==> src/common/iqr_defs.svh <==
// Offsets, field positions, reset values and vector codes of the queue reporting block
`ifndef IQR_DEFS_SVH
`define IQR_DEFS_SVH
`define IQR_LB_SEL_BIT 16
`define IQR_OFS_CMD 11'h000
`define IQR_OFS_STATUS 11'h004
`define IQR_OFS_CFGQ_BASE 11'h008
`define IQR_OFS_RXQ_BASE 11'h00c
`define IQR_OFS_TXQ_BASE 11'h010
`define IQR_OFS_CH1_CFG 11'h180
`define IQR_OFS_CH1_RXDESC 11'h184
`define IQR_OFS_CH1_TXDESC 11'h188
`define IQR_OFS_CH1_CMD 11'h18c
`define IQR_OFS_CH1_MODE 11'h190
`define IQR_CMD_AR_BIT 0
`define IQR_CH_TXRES_BIT 24
`define IQR_MODE_LOOP_BIT 0
`define IQR_CFG_IDR_BIT 20
`define IQR_CFG_IDT_BIT 19
`define IQR_CFG_MRFI_BIT 18
`define IQR_CFG_MTFI_BIT 17
`define IQR_CFG_MRERR_BIT 16
`define IQR_CFG_MTERR_BIT 15
`define IQR_ST_RX1_BIT 29
`define IQR_ST_TX1_BIT 25
`define IQR_ST_CFG_BIT 21
`define IQR_ST_ARACK_BIT 0
`define IQR_ST_MASK 32'h2220_0001
`define IQR_VEC_XPR 32'h5200_1000
`define IQR_VEC_ALL_SENT 32'h5204_0000
`define IQR_VEC_TX_FI 32'h5004_0000
`define IQR_VEC_RFS 32'h1200_0040
`define IQR_VEC_RX_HIFI 32'h1006_0000
`define IQR_VEC_CFG 32'ha000_0001
`define IQR_RST_WORD 32'h0000_0000
`define IQR_RING_DEPTH 32
`endif

==> src/common/iqr_pkg.sv <==
// Types of the queue reporting block
package iqr_pkg;
    typedef enum logic [1:0] {AR_IDLE, AR_CONFIG, AR_POST} iqr_ar_t;
    typedef enum logic [0:0] {QW_IDLE, QW_BUSY} iqr_qw_t;
    // Pending event order: xpr, tx_fi, all_sent, rfs, rx_hifi, cfg
    typedef struct packed {
        logic [31:0] cmd;
        logic [31:0] status;
        logic [31:0] cfgq_base;
        logic [31:0] rxq_base;
        logic [31:0] txq_base;
        logic [31:0] ch_cfg;
        logic [31:0] rx_desc;
        logic [31:0] tx_desc;
        logic loop_en;
        logic tx_run;
        logic rx_run;
        logic tx_reset;
        logic init_rx;
        logic init_tx;
        logic [5:0] pend;
        logic [1:0] grant;
        logic grant_vld;
        iqr_ar_t ar;
    } iqr_state_t;
endpackage

==> src/common/iqr_vec_if.sv <==
// Vector hand-over from event logic to one ring writer
`timescale 1ns/1ps
`default_nettype none
interface iqr_vec_if;
    logic valid;
    logic ready;
    logic [31:0] vector;
    modport src (output valid, output vector, input ready);
    modport snk (input valid, input vector, output ready);
endinterface
`default_nettype wire

==> src/iqr_top.sv <==
// Global status, command and interrupt queue reporting with APB register access
//
// Contract
// - Transmitter reset command raises a transmit-pool-ready event for the channel.
// - Each channel event becomes a vector written to its channel/direction ring.
// - Action request reads channel configuration and performs requested DMA initialisation.
// - After configuration a vector is written to the configuration queue.
// - After configuration DMA moves transmit data through central transmit FIFO.
// - Test loop returns transmit data to receiver, then to host buffer.
// - Frame completion reports all-sent, frame-start, host-initiated and frame-indication events.
// - Pending channel 1 transmit interrupt reads as status 0200 0000.
// - Status holds rx1, tx1, config and action-acknowledge bits; all give 2220 0001.
// - Channel 1 transmit-pool-ready vector is 5200 1000.
// - Channel 1 all-sent vector is 5204 0000.
// - Channel 1 receive-frame-start vector is 1200 0040.
// - Channel 1 receive DMA host-initiated plus frame-indication vector is 1006 0000.
// - Transmit buffer completion posts DMA frame-indication vector to transmit queue.
// - Channel configuration accepts 0018 0000: all interrupts on, both DMA inits.
// - Registers sit in a 256-byte global window and 128-byte channel windows.
// - Second window accesses are forwarded to the 64 KByte local bus.
// - Rings hold 32 entries at reset queue length.
`timescale 1ns/1ps
`default_nettype none
`include "iqr_defs.svh"
module iqr_top
    import iqr_pkg::*;
#(
    parameter int DEPTH = `IQR_RING_DEPTH
)(
    // APB slave
    input wire logic pclk,
    input wire logic presetn,
    input wire logic psel,
    input wire logic penable,
    input wire logic pwrite,
    input wire logic [16:0] paddr,
    input wire logic [31:0] pwdata,
    output logic [31:0] prdata,
    output logic pready,
    output logic pslverr,
    // Local bus port
    output logic lb_valid,
    output logic lb_write,
    output logic [15:0] lb_addr,
    output logic [31:0] lb_wdata,
    input wire logic [31:0] lb_rdata,
    input wire logic lb_ready,
    // Serial channel and DMA events
    input wire logic ev_all_sent,
    input wire logic ev_rx_frame_start,
    input wire logic ev_tx_frame_done,
    input wire logic ev_rx_dma_done,
    // Serial channel and DMA control
    output logic serial_tx_reset,
    output logic test_loop,
    output logic init_rx_dma,
    output logic init_tx_dma,
    output logic tx_dma_run,
    output logic rx_dma_run,
    output logic [31:0] rx_desc_base,
    output logic [31:0] tx_desc_base,
    // Shared memory write port
    output logic mem_valid,
    output logic [31:0] mem_addr,
    output logic [31:0] mem_data,
    input wire logic mem_ack
);
    iqr_state_t s_reg, s_next;
    iqr_vec_if vq [3] ();
    logic [2:0] w_valid, w_done, w_ack;
    logic [31:0] w_addr [3];
    logic [31:0] w_data [3];
    logic [31:0] q_base [3];
    logic sel_lb, acc, wr, rd, mapped;
    logic [10:0] ofs;
    logic [5:0] taken;

    ////////////////////////////////////////////////////////////////////////
    // Decode
    // upper window to local bus
    assign sel_lb = paddr[`IQR_LB_SEL_BIT];
    assign acc = psel && penable;
    assign ofs = paddr[10:0];
    assign mapped = !sel_lb && paddr[15:11] == 5'h00 && ofs[1:0] == 2'b00 &&
        (ofs == `IQR_OFS_CMD || ofs == `IQR_OFS_STATUS || ofs == `IQR_OFS_CFGQ_BASE ||
        ofs == `IQR_OFS_RXQ_BASE || ofs == `IQR_OFS_TXQ_BASE || ofs == `IQR_OFS_CH1_CFG ||
        ofs == `IQR_OFS_CH1_RXDESC || ofs == `IQR_OFS_CH1_TXDESC ||
        ofs == `IQR_OFS_CH1_CMD || ofs == `IQR_OFS_CH1_MODE);
    assign wr = acc && pwrite && !sel_lb && mapped;
    assign rd = acc && !pwrite && !sel_lb;
    assign pready = sel_lb ? lb_ready : 1'b1;
    assign pslverr = acc && !sel_lb && !mapped;
    assign lb_valid = psel && sel_lb;
    assign lb_write = pwrite;
    assign lb_addr = paddr[15:0];
    assign lb_wdata = pwdata;

    always_comb
    begin
        prdata = `IQR_RST_WORD;
        if (sel_lb)
            prdata = lb_rdata;
        else if (rd)
        begin
            unique case (ofs)
                `IQR_OFS_CMD: prdata = s_reg.cmd;
                `IQR_OFS_STATUS: prdata = s_reg.status;
                `IQR_OFS_CFGQ_BASE: prdata = s_reg.cfgq_base;
                `IQR_OFS_RXQ_BASE: prdata = s_reg.rxq_base;
                `IQR_OFS_TXQ_BASE: prdata = s_reg.txq_base;
                `IQR_OFS_CH1_CFG: prdata = s_reg.ch_cfg;
                `IQR_OFS_CH1_RXDESC: prdata = s_reg.rx_desc;
                `IQR_OFS_CH1_TXDESC: prdata = s_reg.tx_desc;
                `IQR_OFS_CH1_MODE: prdata = {31'h0, s_reg.loop_en};
                default: prdata = `IQR_RST_WORD;
            endcase
        end
    end

    ////////////////////////////////////////////////////////////////////////
    // Vector selection per queue (0 cfg, 1 rx, 2 tx)
    // transmit queue code: pool-ready first, then frame indication, then all-sent
    assign vq[2].valid = |s_reg.pend[5:3];
    assign vq[2].vector = s_reg.pend[5] ? `IQR_VEC_XPR :
        (s_reg.pend[4] ? `IQR_VEC_TX_FI : `IQR_VEC_ALL_SENT);
    assign vq[1].valid = |s_reg.pend[2:1];
    assign vq[1].vector = s_reg.pend[2] ? `IQR_VEC_RFS : `IQR_VEC_RX_HIFI;
    assign vq[0].valid = s_reg.pend[0];
    assign vq[0].vector = `IQR_VEC_CFG;

    always_comb
    begin
        taken = 6'h00;
        if (vq[2].valid && vq[2].ready)
            taken[5:3] = s_reg.pend[5] ? 3'b100 : (s_reg.pend[4] ? 3'b010 : 3'b001);
        if (vq[1].valid && vq[1].ready)
            taken[2:1] = s_reg.pend[2] ? 2'b10 : 2'b01;
        if (vq[0].valid && vq[0].ready)
            taken[0] = 1'b1;
    end

    assign q_base[0] = s_reg.cfgq_base;
    assign q_base[1] = s_reg.rxq_base;
    assign q_base[2] = s_reg.txq_base;

    for (genvar g = 0; g < 3; g++)
    begin : g_wr
        iqr_ring_writer #(.DEPTH(DEPTH)) u_wr (
            .pclk(pclk),
            .presetn(presetn),
            .base(q_base[g]),
            .vin(vq[g]),
            .mem_valid(w_valid[g]),
            .mem_addr(w_addr[g]),
            .mem_data(w_data[g]),
            .mem_ack(w_ack[g]),
            .done(w_done[g])
        );
        assign w_ack[g] = mem_ack && s_reg.grant_vld && s_reg.grant == 2'(g);
    end

    assign mem_valid = s_reg.grant_vld && w_valid[s_reg.grant];
    assign mem_addr = w_addr[s_reg.grant];
    assign mem_data = w_data[s_reg.grant];

    ////////////////////////////////////////////////////////////////////////
    // Next state
    always_comb
    begin
        s_next = s_reg;
        s_next.tx_reset = 1'b0;
        s_next.init_rx = 1'b0;
        s_next.init_tx = 1'b0;
        // Memory port grant held until ack, then dropped so an idle writer never keeps it
        if (!mem_valid)
        begin
            s_next.grant_vld = |w_valid;
            s_next.grant = w_valid[2] ? 2'd2 : (w_valid[1] ? 2'd1 : 2'd0);
        end
        else if (mem_ack)
            s_next.grant_vld = 1'b0;
        // host writes ones to clear status
        if (wr && ofs == `IQR_OFS_STATUS)
            s_next.status = s_reg.status & ~(pwdata & `IQR_ST_MASK);
        if (w_done[2])
            s_next.status[`IQR_ST_TX1_BIT] = 1'b1;
        if (w_done[1])
            s_next.status[`IQR_ST_RX1_BIT] = 1'b1;
        if (w_done[0])
        begin
            s_next.status[`IQR_ST_CFG_BIT] = 1'b1;
            s_next.status[`IQR_ST_ARACK_BIT] = 1'b1;
        end
        if (wr)
        begin
            unique case (ofs)
                `IQR_OFS_CMD: s_next.cmd = pwdata;
                `IQR_OFS_CFGQ_BASE: s_next.cfgq_base = pwdata;
                `IQR_OFS_RXQ_BASE: s_next.rxq_base = pwdata;
                `IQR_OFS_TXQ_BASE: s_next.txq_base = pwdata;
                `IQR_OFS_CH1_CFG: s_next.ch_cfg = pwdata;
                `IQR_OFS_CH1_RXDESC: s_next.rx_desc = pwdata;
                `IQR_OFS_CH1_TXDESC: s_next.tx_desc = pwdata;
                `IQR_OFS_CH1_MODE: s_next.loop_en = pwdata[`IQR_MODE_LOOP_BIT];
                default: s_next.cmd = s_reg.cmd;
            endcase
        end
        if (wr && ofs == `IQR_OFS_CH1_CMD && pwdata[`IQR_CH_TXRES_BIT])
            s_next.tx_reset = 1'b1;
        // event capture; only the two frame-indication events are gated by masks
        s_next.pend = (s_reg.pend & ~taken) | {s_reg.tx_reset,
            ev_tx_frame_done && !s_reg.ch_cfg[`IQR_CFG_MTFI_BIT],
            ev_all_sent, ev_rx_frame_start,
            ev_rx_dma_done && !s_reg.ch_cfg[`IQR_CFG_MRFI_BIT], 1'b0};
        unique case (s_reg.ar)
            AR_IDLE:
            begin
                if (wr && ofs == `IQR_OFS_CMD && pwdata[`IQR_CMD_AR_BIT])
                    s_next.ar = AR_CONFIG;
            end
            AR_CONFIG:
            begin
                s_next.init_rx = s_reg.ch_cfg[`IQR_CFG_IDR_BIT];
                s_next.init_tx = s_reg.ch_cfg[`IQR_CFG_IDT_BIT];
                if (s_reg.ch_cfg[`IQR_CFG_IDT_BIT])
                    s_next.tx_run = 1'b1;
                if (s_reg.ch_cfg[`IQR_CFG_IDR_BIT])
                    s_next.rx_run = 1'b1;
                s_next.pend[0] = 1'b1;
                s_next.ar = AR_POST;
            end
            AR_POST:
            begin
                if (w_done[0])
                    s_next.ar = AR_IDLE;
            end
        endcase
    end

    always_ff @(posedge pclk or negedge presetn)
    begin
        if (!presetn)
            s_reg <= '0;
        else
            s_reg <= s_next;
    end

    assign serial_tx_reset = s_reg.tx_reset;
    // loopback of transmit data to receiver
    assign test_loop = s_reg.loop_en;
    assign init_rx_dma = s_reg.init_rx;
    assign init_tx_dma = s_reg.init_tx;
    assign tx_dma_run = s_reg.tx_run;
    assign rx_dma_run = s_reg.rx_run;
    assign rx_desc_base = s_reg.rx_desc;
    assign tx_desc_base = s_reg.tx_desc;

    ////////////////////////////////////////////////////////////////////////
    // Checks
    property p_txres_xpr;
        @(posedge pclk) disable iff (!presetn)
        (wr && ofs == `IQR_OFS_CH1_CMD && pwdata[`IQR_CH_TXRES_BIT]) |=> ##1 s_reg.pend[5];
    endproperty
    a_txres_xpr: assert property (p_txres_xpr) else $error("no pool-ready after tx reset");
    property p_ar_cfg;
        @(posedge pclk) disable iff (!presetn)
        (s_reg.ar == AR_CONFIG && s_reg.ch_cfg[`IQR_CFG_IDT_BIT]) |=> init_tx_dma && tx_dma_run;
    endproperty
    a_ar_cfg: assert property (p_ar_cfg) else $error("tx DMA init missing");
    property p_cfg_vec;
        @(posedge pclk) disable iff (!presetn)
        s_reg.ar == AR_CONFIG |=> (vq[0].valid && vq[0].vector == 32'ha000_0001);
    endproperty
    a_cfg_vec: assert property (p_cfg_vec) else $error("config vector not posted");
    property p_tx_status;
        @(posedge pclk) disable iff (!presetn)
        w_done[2] |=> s_reg.status[`IQR_ST_TX1_BIT];
    endproperty
    a_tx_status: assert property (p_tx_status) else $error("tx1 status not set");
    property p_cfg_status;
        @(posedge pclk) disable iff (!presetn)
        w_done[0] |=> (s_reg.status & 32'h0020_0001) == 32'h0020_0001;
    endproperty
    a_cfg_status: assert property (p_cfg_status) else $error("cfg status not set");
    property p_xpr_code;
        @(posedge pclk) disable iff (!presetn)
        (vq[2].valid && s_reg.pend[5]) |-> vq[2].vector == 32'h5200_1000;
    endproperty
    a_xpr_code: assert property (p_xpr_code) else $error("pool-ready code wrong");
    property p_rfs_code;
        @(posedge pclk) disable iff (!presetn)
        (vq[1].valid && s_reg.pend[2]) |-> vq[1].vector == 32'h1200_0040;
    endproperty
    a_rfs_code: assert property (p_rfs_code) else $error("frame start code wrong");
    property p_lb_fwd;
        @(posedge pclk) disable iff (!presetn)
        (psel && paddr[`IQR_LB_SEL_BIT]) |-> lb_valid && lb_addr == paddr[15:0] &&
            pready == lb_ready;
    endproperty
    a_lb_fwd: assert property (p_lb_fwd) else $error("local bus not forwarded");
endmodule
`default_nettype wire

==> src/iqr_ring_writer.sv <==
// Ring buffer writer for one interrupt queue in shared memory
`timescale 1ns/1ps
`default_nettype none
`include "iqr_defs.svh"
module iqr_ring_writer
    import iqr_pkg::*;
#(
    parameter int DEPTH = `IQR_RING_DEPTH
)(
    // Clock and reset
    input wire logic pclk,
    input wire logic presetn,
    // Ring base and vectors in
    input wire logic [31:0] base,
    iqr_vec_if.snk vin,
    // Memory write request
    output logic mem_valid,
    output logic [31:0] mem_addr,
    output logic [31:0] mem_data,
    input wire logic mem_ack,
    output logic done
);
    localparam int IW = $clog2(DEPTH);
    typedef struct packed {
        iqr_qw_t st;
        logic [IW-1:0] idx;
        logic [31:0] addr;
        logic [31:0] data;
        logic done;
    } iqr_qw_state_t;
    iqr_qw_state_t s_reg, s_next;

    ////////////////////////////////////////////////////////////////////////
    always_comb
    begin
        s_next = s_reg;
        s_next.done = 1'b0;
        unique case (s_reg.st)
            QW_IDLE:
            begin
                if (vin.valid)
                begin
                    s_next.st = QW_BUSY;
                    s_next.data = vin.vector;
                    s_next.addr = base + 32'({s_reg.idx, 2'b00});
                end
            end
            QW_BUSY:
            begin
                if (mem_ack)
                begin
                    s_next.st = QW_IDLE;
                    s_next.done = 1'b1;
                    s_next.idx = (s_reg.idx == IW'(DEPTH - 1)) ? '0 : s_reg.idx + 1'b1;
                end
            end
        endcase
    end

    always_ff @(posedge pclk or negedge presetn)
    begin
        if (!presetn)
            s_reg <= '0;
        else
            s_reg <= s_next;
    end

    assign vin.ready = (s_reg.st == QW_IDLE);
    assign mem_valid = (s_reg.st == QW_BUSY);
    assign mem_addr = s_reg.addr;
    assign mem_data = s_reg.data;
    assign done = s_reg.done;

    ////////////////////////////////////////////////////////////////////////
    property p_ring_wrap;
        @(posedge pclk) disable iff (!presetn)
        (mem_ack && mem_valid && s_reg.idx == IW'(DEPTH - 1)) |=> (s_reg.idx == '0);
    endproperty
    a_ring_wrap: assert property (p_ring_wrap) else $error("ring index did not wrap");
    property p_ring_step;
        @(posedge pclk) disable iff (!presetn)
        (vin.valid && vin.ready) |=> mem_valid && mem_addr == base + 32'({$past(s_reg.idx), 2'b00});
    endproperty
    a_ring_step: assert property (p_ring_step) else $error("entry address wrong");
endmodule
`default_nettype wire

==> config.mk <==
export PLATFORM = sky130hd
export DESIGN_NAME = iqr_top
export DESIGN_NICKNAME = d
export VERILOG_FILES = /design/src/common/iqr_pkg.sv /design/src/common/iqr_vec_if.sv /design/src/iqr_top.sv /design/src/iqr_ring_writer.sv
export VERILOG_INCLUDE_DIRS = /design/src /design/src/common
export SDC_FILE = /design/constraint.sdc
export NUM_CORES = 1
export LEC_CHECK = 0
export BUFFER_PORTS_ARGS = -buffer_cell sky130_fd_sc_hd__buf_2
export CAP_MARGIN = 40
export CORE_MARGIN = 2
export CORE_UTILIZATION = 25
export CTS_BUF_LIST = sky130_fd_sc_hd__clkbuf_4
export DETAILED_ROUTE_END_ITERATION = 10
export SYNTH_ARGS = -nofsm -noshare
export SYNTH_HDL_FRONTEND = slang
export SYNTH_HIERARCHICAL = 1
export SYNTH_SLANG_ARGS = --single-unit
==> constraint.sdc <==
create_clock -name pclk -period 5.6 [get_ports pclk]
set_input_delay 0.84 -clock pclk [delete_from_list [all_inputs] [get_ports pclk]]
set_output_delay 0.84 -clock pclk [all_outputs]
set_load 0.02 [all_outputs]
==> results of run 1 <==
-- cells in the mapped netlist (all sizes together) (3+ instances only) --
cell type  count
nand2        538
dfrtp        458
buf          345
mux2         233
o21ai        205
clkbuf        97
mux2i         78
xor2          72
nand4         41
nor2          41
a22oi         40
inv           32
nand3         30
a21oi         29
a22o          28
a222oi        24
ha            24
nor3          24
o211ai        20
a211oi        14
and3          14
a21o          13
o2bb2ai       13
o2111ai       12
or4           11
o22ai         10
nor2b          9
or2            9
a31oi          8
nor4           6
and2           5
a221oi         4
nand4b         4
fa             3
nand2b         3
nand3b         3
o21a           3
o31a           3
o31ai          3
xnor2          3
-- cells in the final DEF (no fill, tap or decap), types with 29 or more instances in the layout --
master    netlist  routed
a21oi_1        29      29
a22oi_1        40      40
buf_2          32     313
buf_4         305      36
clkbuf_4        0     188
conb_1          2      89
dfrtp_1       458     456
inv_1          32      32
mux2_2        224     224
mux2i_1        78      78
nand2_1       538     535
nand3_1        29      29
nand4_1        32      32
nor2_1         41      39
o21ai_0       187     187
xor2_1         72      72
-- final timing paths --
| path | from | endpoint | slack [ns] | depth (start not counted) |
|---|---|---|---|---|
| worst max-delay path | paddr[3] | prdata[24] | 1.23 | 7 |
| worst min-delay path | ev_rx_frame_start | s_reg[7] | 0.18 | 2 |
| max in group asynchronous | presetn | g_wr[0].u_wr/mem_data[13] | 3.68 | 3 |
| min in group asynchronous | presetn | g_wr[1].u_wr/mem_data[19] | 0.53 | 2 |
| worst min register to register | g_wr[2].u_wr/mem_data[3] | g_wr[2].u_wr/mem_data[3] | 0.47 | 2 |
| worst max register to register | s_reg[4] | g_wr[1].u_wr/s_reg[68] | 2.77 | 7 |
-- kinds of logic after synthesis --
family | count (synthesis) | share of synthesized area
AOI/OAI and AO/OA | 434 | 0.111
xor gates and xnor gates | 75 | 0.0262
adders and majority gates | 27 | 0.0144
buffers and inverters | 474 | 0.119
DFF | 458 | 0.457
muxes | 311 | 0.136
other | 2 | 0.000299
and+or+nand+nor | 746 | 0.137
-- report_power, final --
group	switching (mW)	internal (mW)	leakage, nW	total (mW)
clock network	1.51	1.68	0.973	3.18
registers	0.376	3.80	6.12	4.17
logic	1.70	0.815	6.72	2.51
-- worst register-to-register path, cell delays in order, from the launching register on --
cell and delay (ns):
dfrtp_4 0.72, nor2b_4 0.64, buf_4 0.52, and3_1 0.25
nand2_1 0.19, nor3_1 0.23, a21oi_1 0.06, o21ai_0 0.14
-- metal layers --
metal,GRT usage,up-vias
li1,-,8773
met1,0.202,9255
met2,0.245,729
met3,0.0447,133
met4,0.0619,6
met5,0,-
-- final cells by class --
cell class	count	area, um^2
clock buffer	188	1410
timing repair buffer	359	2000
sequential	458	11500
tap	1298	1620
antenna	4	10.0
fill	10635	71900
multi-input combinational	1682	11100
inverter	32	120
clock inverter	35	241
-- what timing repair did --
action | CTS | global route
hold endpoints to repair | 97 | 0
hold buffers | 3 | 0
setup endpoints to repair | 0 | 0
-- metrics by stage --
stage           util  power [mW]
4_1_cts        0.280        10.1
3_5_place_dp   0.263        6.80
6_report       0.280        9.87
3_3_place_gp   0.262        6.74
2_1_floorplan      -        6.30
5_1_grt        0.280        10.6
==> metrics.md, run 1 <==
| Metric | Value |
|---|---|
| Top_reg_cell synth | `dfrtp_1` |
| Leakage power | `13.8 nW` |
| DR WL met2 | `36,900 um` |
| Die area | `103,000 um^2` |
| Min Tclk post-route | `4.37 ns` |
| Clock Skew | `0.0825 ns` |
| # resized after CTS | `0` |
| Synth area leader | `dfrtp_1` |
| WHS | `0.178 ns` |
| Final Instance Area | `28,000 um^2` |
| Slew HR | `0.364` |
| Worst slack, placed | `1.24 ns` |
| Max-Cap Viols | `0` |
| Gp weighted congestion | `0.836` |
| CTS tree | `built` |
| Clock Latency Late Sink | `0.95 ns` |
| Yosys warnings | `6` |
| Synth Area per Inst | `9.93 um^2` |
| Site row count | `116` |
| Antenna violations before repair | `7` |
| Crit-path cells | `buf_2 > or4b_2 > nor3_2 > buf_4 > a222oi_1 > a21oi_1 > buf_2` |
| Final setup violation count | `0` |
| Total congestion overflow | `0` |
| Fin cells | `4,056` |
| Routed wire per std cell | `19.8 um` |
| Setup repair after global routing missed its margin | `false` |
| Die X | `321 um` |
| DR vias | `18,896` |
| Routed Wire Length | `80,500 um` |
| Crit share post-route | `0.780` |
| Iter 0 DRT Violations | `1,592` |
| Flop and latch count out of synthesis | `458` |
| Worst vdd ir | `0.215 mV` |
| Crit-path max FO | `14` |
| DR DRC count | `0` |
| Post-route setup TNS | `0 ns` |
| Clock Pin Slew Worst Setup and Hold Paths | `0.06 ns` |
| Status | `finished, final reports clean` |
| Tot GR Track Use | `0.156` |
| Area of the mapped netlist | `25,100 um^2` |
| Num ports | `311` |
| Worst Tran Pin Value | `0.954 ns` |
| Routed Antenna Nets | `0` |
| Fin. Hold Viols | `0` |
| Setup WS post-layout | `1.23 ns` |
| Hold Path Class | `in2reg` |
| Core Area | `99,900 um^2` |
| H-tree Lvls | `4` |
| Clk buf depth | `3` |
| Worst path top cell family by delay | `simple AND/OR/NAND/NOR gates` |
| Final #Nets | `2,786` |
| Clock Tree Root | `clkbuf_4` |
| CP most frequent cell | `buf_2` |
| Cells after DPL | `3,826` |
| Area share of the largest cell type after synthesis | `0.457` |
| Post-CTS setup buffers | `0` |
| Largest cells by area after synthesis | `dfrtp_1, mux2_2, buf_4` |
| Power density of the placed cells | `353 nW/um^2` |
| Highest metal used | `met5` |
| First-pass DRT Iterations | `7` |
| Crit path DAT | `3.53 ns` |
| Placed inst area | `26,300 um^2` |
| Critical Path RT | `4.76 ns` |
| CTS Buf Count | `134` |
| Met1 Wirelength | `34,800 um` |
| Critical path class | `in2out` |
| Crit start category | `primary input` |
| Ys async rst share | `1.00` |
| Area growth syn-to-layout | `11.4%` |
| Met3 Wirelength | `6100 um` |
| Starting density of the core | `0.251` |
| Die height | `321 um` |
| Count of cell types in the netlist | `62` |
| Crit. End Element | `primary output` |
| Share of cells above drive strength 1 | `0.302` |
| Post-synth EDFFs | `0` |
| Buffers on Ports | `310` |
| Post-DP HPWL | `58,600 um` |
| Sequential share of the synthesized area | `0.457` |
| Crit path largest cell delay | `0.73 ns` |
| Vias in the first global route | `18,436` |
| Clock sinks | `458` |
| CP max stage cell | `or4b_2` |
| Global-route wire length before repair | `121,000 um` |
| Avg Vias per Cell | `4.66` |
| Max Slew Vio Count | `0` |
| Largest net degree at the start of global routing | `126` |
| CP Buf/Inv Count | `3` |
| Mapped Cells | `2,527` |
| Fmax | `0.229 GHz` |
No activity file was read; power rests on OpenSTA's default activity.
==> inputs of run 2 (changes only) <==
clock period = 4.5 ns   (was 5.6 ns; I/O delays follow)
==> run 2 against run 1 <==
Effect of this change: combinational power is 29% higher; final area is 1.6% higher; register-to-register slack worse by 1.1 ns; global-route usage hardly changed; largest cell class unchanged; non-clock buffer count is 41 higher; hold slack worse by 0.051 ns; critical path depth is 1 lower; utilization is 0.45 points higher; sequential share of layout area is 0.65 points lower; clock skew is 0.010 ns lower; via count is 0.37% higher.
==> metrics.md, run 2 (same netlist as run 1, synthesis figures left out) <==
| Metric | Value |
|---|---|
| Num ports | `311 (unchanged)` |
| Clock Skew | `0.0722 ns (-0.0103 ns)` |
| Hold Path Class | `in2reg` |
| H-tree Lvls | `4 (unchanged)` |
| Antenna violations before repair | `3 (-4)` |
| Routed Wire Length | `80,600 um (+0.18%)` |
| Iter 0 DRT Violations | `1,443 (-9.4%)` |
| Tot Pwr | `12.4 mW (+25%)` |
| Critical Path RT | `3.83 ns (-0.93 ns)` |
| Status | `finished, final reports clean` |
| CTS tree | `built` |
| Final setup violation count | `0 (unchanged)` |
| Crit-path max FO | `34 (+20)` |
| Clock sinks | `458 (unchanged)` |
| Routed Antenna Nets | `0 (unchanged)` |
| Share of cells above drive strength 1 | `0.303 (+0.00175)` |
| Routed wire per std cell | `19.6 um (-1.1%)` |
| Total congestion overflow | `0 (unchanged)` |
| Logic pwr share | `0.262 (+0.007)` |
| Worst Tran Pin Value | `0.879 ns (-0.0755 ns)` |
| Fin. Hold Viols | `0 (unchanged)` |
| Max-Cap Viols | `0 (unchanged)` |
| Final Instance Area | `28,400 um^2 (+1.6%)` |
| DR DRC count | `0 (unchanged)` |
| Core Area | `99,900 um^2 (unchanged)` |
| DR vias | `18,965 (+0.37%)` |
| Slew HR | `0.414 (+0.0504)` |
| Cell internal pwr | `7.82 mW (+24%)` |
| Setup repair after global routing missed its margin | `false` |
| Clock network power share | `0.320 (-0.003)` |
| Commonest non-fill, non-tap cell in the layout | `nand2_1` |
| Global-route wire length before repair | `121,000 um (+0.49%)` |
| Crit share post-route | `0.908` |
| Min Tclk post-route | `4.09 ns` |
| CP max stage cell | `nor2b_4` |
| Post-DP HPWL | `58,700 um (about the same)` |
| Critical path class | `reg2out` |
| Site row count | `116 (unchanged)` |
| Final #Nets | `2,830 (+1.6%)` |
| CTS Buf Count | `137 (+2.2%)` |
| Die area | `103,000 um^2 (unchanged)` |
| Starting density of the core | `0.251 (unchanged)` |
| Clock Tree Root | `clkbuf_4` |
| Leakage power | `14.0 nW (+1.5%)` |
| Crit-path cells | `nor2b_4 > buf_4 > nand2_1 > o21ai_0 > and2_1 > buf_2` |
| Fmax | `0.245 GHz` |
| Post-route setup TNS | `0 ns (unchanged)` |
| Clock Latency Late Sink | `1.01 ns (+0.06 ns)` |
| Net Sw Frac | `0.367 (+0.00445)` |
| Gp weighted congestion | `0.841 (+0.50%)` |
| First-pass DRT Iterations | `7 (unchanged)` |
| Sw Pwr | `4.54 mW (+27%)` |
| Buffers on Ports | `310 (unchanged)` |
| Crit. End Element | `primary output` |
| Fin cells | `4,108 (+1.3%)` |
| Cells after DPL | `3,837 (+0.29%)` |
| Die X | `321 um (unchanged)` |
| Fill cells | `10,557 (-0.73%)` |
| Crit path largest cell delay | `0.65 ns (-0.08 ns)` |
| WHS | `0.127 ns (-0.0513 ns)` |
| Most frequent cells in the layout | `nand2_1, dfrtp_1, buf_2, mux2_2, clkbuf_4` |
| Worst vdd ir | `0.184 mV (-14%)` |
| Vias in the first global route | `18,745 (+1.7%)` |
| Power density of the placed cells | `435 nW/um^2 (+23%)` |
| Placed inst area | `26,400 um^2 (+0.47%)` |
| Avg Vias per Cell | `4.62 (-0.91%)` |
| Clk buf depth | `3 (unchanged)` |
| Crit start category | `register` |
| Clock Pin Slew Worst Setup and Hold Paths | `0.06 ns (about the same)` |
| Die height | `321 um (unchanged)` |
| Crit path DAT | `3.41 ns (-0.12 ns)` |
| Largest net degree at the start of global routing | `99 (-21%)` |
| Tot GR Track Use | `0.156 (about the same)` |
| Sequential Power Share | `0.418 (-0.005)` |
| # resized after CTS | `0 (unchanged)` |
| Area growth syn-to-layout | `13.2%` |
| Max Slew Vio Count | `0 (unchanged)` |
[run 2: cell types whose count changed in the layout (fill, tap and decap cells not counted)]
cell | before | now
buf_4 | 36 | 45
dlygate4sd3_1 | 3 | 33
inv_6 | 1 | 6
clkbuf_4 | 188 | 191
inv_2 | 1 | 3
diode_2 | 4 | 6
buf_16 | 0 | 2
clkinv_4 | 2 | 1
clkinv_2 | 4 | 5
bufinv_16 | 3 | 1
inv_8 | 0 | 1
[run 2: final timing paths]
kind	from	endpoint	slack, ns	depth (start not counted)
min in group asynchronous	presetn	g_wr[0].u_wr/mem_data[19]	0.37	2
worst max-delay path	s_reg[3]	mem_valid	0.41	6
max in group asynchronous	presetn	g_wr[2].u_wr/mem_data[1]	3.04	3
worst min-delay path	pwdata[20]	q_base[52]	0.13	2
worst min register to register	tx_dma_run	tx_dma_run	0.46	1
worst max register to register	s_reg[3]	g_wr[1].u_wr/s_reg[68]	1.67	7
[run 2: power by group through the flow]
stage,combinational [mW],sequential (mW),clock (mW)
after floorplan,2.79,5.05,0
after global placement,3.19,5.21,0
after detailed placement,3.29,5.24,0
after CTS,3.32,5.16,4.11
after global routing,3.64,5.24,4.35
final,3.24,5.16,3.96
[run 2: worst max-delay path, delay by kind of cell, from the launching register on]
family	cells	cell delay, ns
simple gates	3	0.98
buf+inv	2	0.74
flops	1	0.64
compound gates	1	0.07
[run 2: what timing repair did]
action / 4_1_cts / 5_1_grt
buffers inserted: 0 / 0
endpoints found under the hold margin: 239 / 0
hold buffers: 33 / 0
[run 2: stage by stage]
stage / setup WS [ns] / util
final: 0.412 / 0.284
after global routing: 0.106 / 0.284
after CTS: 0.181 / 0.284
after detailed placement: 0.839 / 0.264
after global placement: 0.887 / 0.263
after floorplan: 1.07 / -
[run 2: area by class of cell]
class                           instances  area, um^2  share of cell area
Antenna cell                            6        15.0            0.000529
Clock buffer                          191        1430              0.0505
Clock inverter                         41         240             0.00846
Inverter                               32         120             0.00423
Multi-Input combinational cell       1682       11100               0.390
Sequential cell                       458       11500               0.404
Tap cell                             1298        1620              0.0572
Timing Repair Buffer                  400        2420              0.0854
[run 2: layer usage]
layer | wire (um) | part of all wire | track usage
met1 | 35900 | 0.45 | 0.205
met2 | 37500 | 0.46 | 0.249
met3 | 5080 | 0.063 | 0.0379
met4 | 2160 | 0.027 | 0.0572
met5 | 13 | 0.00016 | 0
